File: src/verilog/dcic_pkg.sv
package dcic_pkg;

  // apb address width and register map
  localparam int unsigned DCIC_AW = 8;
  localparam logic [DCIC_AW-1:0] DCIC_CH_BASE_OFS = 8'h00;
  localparam logic [DCIC_AW-1:0] DCIC_STATUS_OFS = 8'h40;
  localparam logic [DCIC_AW-1:0] DCIC_MASK_OFS = 8'h44;
  localparam logic [DCIC_AW-1:0] DCIC_PEND_OFS = 8'h48;
  localparam int unsigned DCIC_MAX_CH = 16;

  // channel register field positions
  localparam int unsigned DCIC_EN_LSB = 16;
  localparam int unsigned DCIC_FLG_LSB = 0;
  localparam int unsigned DCIC_EN_LANE = 2;
  localparam int unsigned DCIC_FLG_LANE = 0;

  // event bit positions inside each byte
  localparam int unsigned DCIC_EV_SRC_DONE = 7;
  localparam int unsigned DCIC_EV_SRC_HALF = 6;
  localparam int unsigned DCIC_EV_DST_DONE = 5;
  localparam int unsigned DCIC_EV_DST_HALF = 4;
  localparam int unsigned DCIC_EV_BLOCK_DONE = 3;
  localparam int unsigned DCIC_EV_CELL_DONE = 2;
  localparam int unsigned DCIC_EV_ABORT = 1;
  localparam int unsigned DCIC_EV_ADDR_ERR = 0;

  // reset values
  localparam logic [7:0] DCIC_EN_RST = 8'h00;
  localparam logic [7:0] DCIC_FLG_RST = 8'h00;
  localparam logic [DCIC_MAX_CH-1:0] DCIC_GBL_RST = 16'h0000;
  localparam logic [3:0] DCIC_EQ_RST = 4'hF;

endpackage

File: src/verilog/dcic_top.sv
// Functional notes
// - eight enable bits 23:16 per channel, one enables that event's request
// - bit 20 enables the destination half-full event
// - source-done flag bit 7 sets when source pointer equals source size
// - source-half flag bit 6 sets when source pointer equals half the size
// - destination-done flag bit 5 sets when destination pointer equals size
// - eight flags in bits 7:0, source done down to address error
// - bits 31:24 read zero, writes ignored
// - bits 15:8 read zero, writes ignored
// - all enables and flags reset to zero, all software read/write
//
// Decided for this implementation: the APB interface to the registers and the placing of the registers.
`timescale 1ns/10ps
module dcic_top #(
  parameter int NUM_CH = 4,
  parameter int PW = 16
) (
  // clock and reset
  input wire logic pclk,
  input wire logic presetn,
  // apb slave
  input wire logic psel,
  input wire logic penable,
  input wire logic pwrite,
  input wire logic [dcic_pkg::DCIC_AW-1:0] paddr,
  input wire logic [31:0] pwdata,
  input wire logic [3:0] pstrb,
  output logic pready,
  output logic pslverr,
  output logic [31:0] prdata,
  // channel pointer datapath, channel c in slice c
  input wire logic [NUM_CH*PW-1:0] source_pointer,
  input wire logic [NUM_CH*PW-1:0] source_size,
  input wire logic [NUM_CH*PW-1:0] destination_pointer,
  input wire logic [NUM_CH*PW-1:0] destination_size,
  // channel datapath event pulses
  input wire logic [NUM_CH-1:0] block_done_evt,
  input wire logic [NUM_CH-1:0] cell_done_evt,
  input wire logic [NUM_CH-1:0] abort_evt,
  input wire logic [NUM_CH-1:0] addr_err_evt,
  // interrupt requests
  output logic [NUM_CH-1:0] chan_irq,
  output logic irq
);
  import dcic_pkg::*;

  localparam int WW = DCIC_AW - 2;
  localparam logic [WW-1:0] NCH_W = WW'(NUM_CH);
  localparam logic [WW-1:0] BASE_W = DCIC_CH_BASE_OFS[DCIC_AW-1:2];

  logic acc_setup;
  logic acc_phase;
  logic [WW-1:0] widx;
  logic [WW-1:0] ch_idx;
  logic ch_hit;
  logic st_hit;
  logic mk_hit;
  logic pd_hit;
  logic map_hit;
  logic wr_en;
  logic [31:0] lane_mask;
  logic [31:0] rd_d;
  logic [31:0] prdata_q;

  logic [NUM_CH-1:0][7:0] en_q;
  logic [NUM_CH-1:0][7:0] flg_q;
  logic [NUM_CH-1:0][7:0] set_w;
  logic [NUM_CH-1:0] ch_wr;

  logic [NUM_CH-1:0] chan_irq_q;
  logic [NUM_CH-1:0] chan_rise;
  logic [NUM_CH-1:0] gst_q;
  logic [NUM_CH-1:0] gst_d;
  logic [NUM_CH-1:0] gmask_q;
  logic [NUM_CH-1:0] st_clr;

  // address decode
  always_comb begin
    acc_setup = psel & ~penable;
    acc_phase = psel & penable;
    widx = paddr[DCIC_AW-1:2];
    ch_idx = widx - BASE_W;
    ch_hit = (widx >= BASE_W) && (ch_idx < NCH_W);
    st_hit = paddr == DCIC_STATUS_OFS;
    mk_hit = paddr == DCIC_MASK_OFS;
    pd_hit = paddr == DCIC_PEND_OFS;
    map_hit = ch_hit | st_hit | mk_hit | pd_hit;
    wr_en = acc_phase & pwrite & map_hit;
    lane_mask = {{8{pstrb[3]}}, {8{pstrb[2]}}, {8{pstrb[1]}},
                 {8{pstrb[0]}}};
  end

  // zero wait states; the read word is captured in setup, so the
  // access phase can complete at once from a flip-flop
  assign pready = 1'b1;
  assign pslverr = acc_phase & ~map_hit;
  assign prdata = prdata_q;

  // read mux
  always_comb begin
    rd_d = '0;
    if (ch_hit) begin
      rd_d[DCIC_EN_LSB +: 8] = en_q[ch_idx];
      rd_d[DCIC_FLG_LSB +: 8] = flg_q[ch_idx];
    end else if (st_hit) begin
      rd_d[NUM_CH-1:0] = gst_q;
    end else if (mk_hit) begin
      rd_d[NUM_CH-1:0] = gmask_q;
    end else if (pd_hit) begin
      rd_d[NUM_CH-1:0] = chan_irq;
    end
  end

  // in a channel word bits 31:24 and 15:8 are never loaded, so they read zero
  always_ff @(posedge pclk or negedge presetn) begin
    if (!presetn) begin
      prdata_q <= '0;
    end else if (acc_setup && !pwrite) begin
      prdata_q <= rd_d;
    end
  end

  genvar c;
  generate
    for (c = 0; c < NUM_CH; c++) begin : g_ch
      dcic_event_detect #(
        .PW(PW)
      ) u_det (
        .pclk(pclk),
        .presetn(presetn),
        .source_pointer(source_pointer[c*PW +: PW]),
        .source_size(source_size[c*PW +: PW]),
        .destination_pointer(destination_pointer[c*PW +: PW]),
        .destination_size(destination_size[c*PW +: PW]),
        .block_done_evt(block_done_evt[c]),
        .cell_done_evt(cell_done_evt[c]),
        .abort_evt(abort_evt[c]),
        .addr_err_evt(addr_err_evt[c]),
        .set_evt(set_w[c])
      );

      assign ch_wr[c] = wr_en && ch_hit && (ch_idx == WW'(c));

      // only lane 2 lands; lane 3 has no storage
      always_ff @(posedge pclk or negedge presetn) begin
        if (!presetn) begin
          en_q[c] <= DCIC_EN_RST;
        end else if (ch_wr[c] && pstrb[DCIC_EN_LANE]) begin
          en_q[c] <= pwdata[DCIC_EN_LSB +: 8];
        end
      end

      // software may write any flag value, but a hardware set in the
      // same cycle overrides a written zero
      always_ff @(posedge pclk or negedge presetn) begin
        if (!presetn) begin
          flg_q[c] <= DCIC_FLG_RST;
        end else if (ch_wr[c] && pstrb[DCIC_FLG_LANE]) begin
          flg_q[c] <= pwdata[DCIC_FLG_LSB +: 8] | set_w[c];
        end else begin
          flg_q[c] <= flg_q[c] | set_w[c];
        end
      end

      assign chan_irq[c] = |(flg_q[c] & en_q[c]);

    end
  endgenerate

  // global summary: a channel request rising sets a sticky bit
  always_comb begin
    chan_rise = chan_irq & ~chan_irq_q;
    st_clr = '0;
    if (wr_en && st_hit) begin
      st_clr = pwdata[NUM_CH-1:0] & lane_mask[NUM_CH-1:0];
    end
    gst_d = (gst_q & ~st_clr) | chan_rise;
  end

  always_ff @(posedge pclk or negedge presetn) begin
    if (!presetn) begin
      chan_irq_q <= DCIC_GBL_RST[NUM_CH-1:0];
    end else begin
      chan_irq_q <= chan_irq;
    end
  end

  always_ff @(posedge pclk or negedge presetn) begin
    if (!presetn) begin
      gst_q <= DCIC_GBL_RST[NUM_CH-1:0];
    end else begin
      gst_q <= gst_d;
    end
  end

  always_ff @(posedge pclk or negedge presetn) begin
    if (!presetn) begin
      gmask_q <= DCIC_GBL_RST[NUM_CH-1:0];
    end else if (wr_en && mk_hit) begin
      gmask_q <= (gmask_q & ~lane_mask[NUM_CH-1:0]) |
                 (pwdata[NUM_CH-1:0] & lane_mask[NUM_CH-1:0]);
    end
  end

  assign irq = |(gst_q & gmask_q);
endmodule

File: src/verilog/dcic_event_detect.sv
`timescale 1ns/10ps
module dcic_event_detect #(
  parameter int PW = 16
) (
  // clock and reset
  input wire logic pclk,
  input wire logic presetn,
  // pointer datapath
  input wire logic [PW-1:0] source_pointer,
  input wire logic [PW-1:0] source_size,
  input wire logic [PW-1:0] destination_pointer,
  input wire logic [PW-1:0] destination_size,
  // single-cycle datapath events
  input wire logic block_done_evt,
  input wire logic cell_done_evt,
  input wire logic abort_evt,
  input wire logic addr_err_evt,
  // one-cycle set pulses, flag byte layout
  output logic [7:0] set_evt
);
  import dcic_pkg::*;

  logic [3:0] eq_now;
  logic [3:0] eq_q;
  logic [3:0] hit;

  // a pointer parked on its mark sets the flag once, not every cycle
  always_comb begin
    eq_now[3] = source_pointer == source_size;
    eq_now[2] = source_pointer == (source_size >> 1);
    eq_now[1] = destination_pointer == destination_size;
    eq_now[0] = destination_pointer == (destination_size >> 1);
    hit = eq_now & ~eq_q;
  end

  // preset high so pointers already equal at reset raise nothing
  always_ff @(posedge pclk or negedge presetn) begin
    if (!presetn) begin
      eq_q <= DCIC_EQ_RST;
    end else begin
      eq_q <= eq_now;
    end
  end

  always_ff @(posedge pclk or negedge presetn) begin
    if (!presetn) begin
      set_evt <= DCIC_FLG_RST;
    end else begin
      set_evt <= {hit, block_done_evt, cell_done_evt, abort_evt,
                  addr_err_evt};
    end
  end
endmodule

File: config.mk
export PLATFORM = sky130hd
export DESIGN_NAME = dcic_top
export DESIGN_NICKNAME = d
export VERILOG_FILES = /design/src/verilog/dcic_pkg.sv /design/src/verilog/dcic_top.sv /design/src/verilog/dcic_event_detect.sv
export SDC_FILE = /design/constraint.sdc
export NUM_CORES = 1
export LEC_CHECK = 0
export BUFFER_PORTS_ARGS = -buffer_cell sky130_fd_sc_hd__buf_2
export CAP_MARGIN = 25
export CORE_ASPECT_RATIO = 0.7
export CORE_MARGIN = 10
export CORE_UTILIZATION = 45
export CTS_CLUSTER_SIZE = 12
export DETAILED_ROUTE_END_ITERATION = 8
export HOLD_SLACK_MARGIN = 0.12
export PLACE_DENSITY = 0.83
export SYNTH_ARGS = -nofsm -noshare
export SYNTH_HDL_FRONTEND = slang
export SYNTH_SLANG_ARGS = --single-unit
File: constraint.sdc
create_clock -name pclk -period 1.5 [get_ports pclk]
set_input_delay 0.3 -clock pclk [delete_from_list [all_inputs] [get_ports pclk]]
set_output_delay 0.3 -clock pclk [all_outputs]
set_load 0.02 [all_outputs]
==> qor.yml <==
outcome: "complete, but fails checks"
violations: "negative setup slack"
synth_top_cell_by_area: "dfrtp_1"
hold_viol_final: 0
startpoint_type: "flip-flop"
irDropWorstVdd_v: 0.0008917
grt_pass1_vias: 8702
drtIter0Drc: 533
crit_path_max_fanout: 3
gr-usage-met3_pct: 6.297
place_area_sq_mm: 0.01098
htree_levels: 4
die_area_sq_mm: 0.02493
fin_ws_ns: -0.3074
ys_seq_area_share_pct: 41.35
clk_pin_slew_ns: 0.06
grtUsageTotal_pct: 23.38
wl_per_cell_microns: 20.51
fin_worst_skew_ns: 0.01054
period_share_pct: 120.5
grt-busiest-layer: "met2"
drt-pass1-iter-count: 5
yosys_warnings: 0
synth_compound_area_share_pct: 6.476
insertion_delay_ns: 0.42
synthSimpleGateAreaFrac_pct: 13.98
yosysUniqueCellTypes: 41
row_count: 42
netlist_top_cells_area: "dfrtp_1 36%, xnor2_1 19%, xor2_1 6.6%"
boundaryPins: 360
antenna_found_initial: 4
cts-root-buf: "clkbuf_16"
ys_seq_elements: 140
fmax_mhz: 553.3
rsz0062_at_grt: "true"
hold_ws_ns: 0.1597
grt_max_degree: 43
fin_nets: 1532
layout_common_cells: "314 x buf_2, 184 x xnor2_1, 124 x dfrtp_1, 88 x buf_4, 64 x xor2_1"
syn-cell-area_sq_mm: 0.008521
drc: 0
pre_cts_ws_ns: -0.3282
io_buffer_count: 324
layout-drive-gt1-share_pct: 46.24
cts_made_buffers: 17
final_area_sq_mm: 0.01214
cp.arrival_ns: 1.51
core_sq_mm: 0.01876
endpoint_kind: "primary output"
syn_avg_cell_area_sq_um: 11.11
grt_pass1_wl_microns: 46040
vias: 7921
hold_path.class: "in2reg"
clockBufferDepth: 2
dp_hpwl_microns: 24090
cap_violations: 0
maxSlewViolCount: 0
path_class: "reg2out"
tritoncts: "done"
synth_xor_area_share_pct: 25.49
drt_wl_total_microns: 30210
startpoint: "en_q[12]"
start_util_pct: 45.42
place.gp.congestion: 0.9467
grtUsageMet2_pct: 40.37
fin_util_pct: 64.70
yosys.area.top_type_share_pct: 36.42
grt.overflow.total: 0
setup_viol: 9
synth_edf_count: 0
holdCritStartpoint: "source_pointer[15]"
antenna_left: 0
synth_top_family_by_area: "XOR/XNOR gates"
ys_async_sr_fraction_pct: 100.0
cts.sink_count: 140
synth_cells: 767
die_h_microns: 135.1
layout_commonest_cell: "buf_2"
worstReg2RegStart: "en_q[12]"
synth_mux_area_share_pct: 9.515
required_ns: 1.20
power_leakage_nw: 5.458
area_growth_pct: 42.45
rrSetupSlack_ns: -0.06
die_w_microns: 184.5
dominantRegCellSynth: "dfrtp_1"
viasPerCell: 5.377
power_mw: 10.40
synth_adder_area_share_pct: 0
timing.final.crit_period_ns: 1.807
p_per_area_mw_per_mm2: 856.7
grtUsageMet1_pct: 27.37
[cell usage after synthesis, types with 5 or more instances]
library cell	count
a22oi_1	18
a22o_1	15
a21oi_1	31
mux2_2	40
buf_2	5
nor4_1	34
nor3_1	34
dfstp_2	16
nor2b_1	9
inv_1	11
o21ai_0	7
nor2_1	32
xor2_1	64
nand2_1	12
mux4_2	16
xnor2_1	184
nand3_1	6
nand4_1	49
buf_4	18
dfrtp_1	124
[stage by stage]
stage                     TNS (ns)  std cells
final                       -1.325       1473
after global routing        -1.473       1471
after CTS                   -1.118       1456
after detailed placement    -19.82       1393
after global placement      -16.60       1393
after floorplan             -3.777        782
[routing by layer]
layer  up-vias  share of wire, %
met3        62               7.8
met5         -                 0
met4         0               2.7
met1      3831                39
met2       404                50
li1       3624                 -
[cell type report]
type,instances,area [sq um]
clock buffers,18,439.2
flip-flops and latches,140,3523
fillers,1435,6623
inverters,11,43.79
diodes,7,17.52
repair buffers,439,2710
clock inverters,14,161.4
multi-input cells,602,4940
well taps,242,302.8
[sequential cells by signal, indices dropped and copies added (netlist names), named ones only]
signal,cells
flg_q,32
chan_irq_q,4
en_q,32
gst_q,4
g_ch.u_det.set_evt,32
prdata,16
g_ch.u_det.eq_q,16
[critical path, cell delays in order, from the launching register on]
cell and delay, ns:
dfrtp_1 0.41, a22oi_2 0.22, nand4_1 0.24, buf_6 0.21
[what timing repair did]
item,4_1_cts,5_1_grt
setup buffers,16,12
setup endpoints to repair,10,15
gates resized for setup,28,18
endpoints found under the hold margin,46,0
hold buffers,17,0
pin swaps,14,12
[power breakdown]
part	switching, mW	internal (mW)	leakage, nW	total [mW]
Clock	1.72	2.53	0.284	4.25
Combinational	1.07	1.08	3.45	2.15
Sequential	0.102	3.90	1.72	4.00
Total	2.89	7.51	5.46	10.4
[final timing paths]
kind | endpoint | depth (start not counted)
setup / recovery | chan_irq[1] | 3
hold / removal | g_ch[0].u_det.eq_q[2] | 4
setup reg to reg | gst_q[1] | 5
hold reg to reg | gst_q[3] | 1
max in group asynchronous | g_ch[0].u_det.eq_q[1] | 3
min in group asynchronous | en_q[5] | 2
[cell families (layout without fill, tap and decap cells)]
kind of cell,after synthesis,in the layout
buffers and inverters,40,482
AOI/OAI and AO/OA,83,83
other,2,24
DFF,140,140
and+or+nand+nor,198,198
xor gates and xnor gates,248,248
muxes,56,56
(Power assumes the default switching activity.)
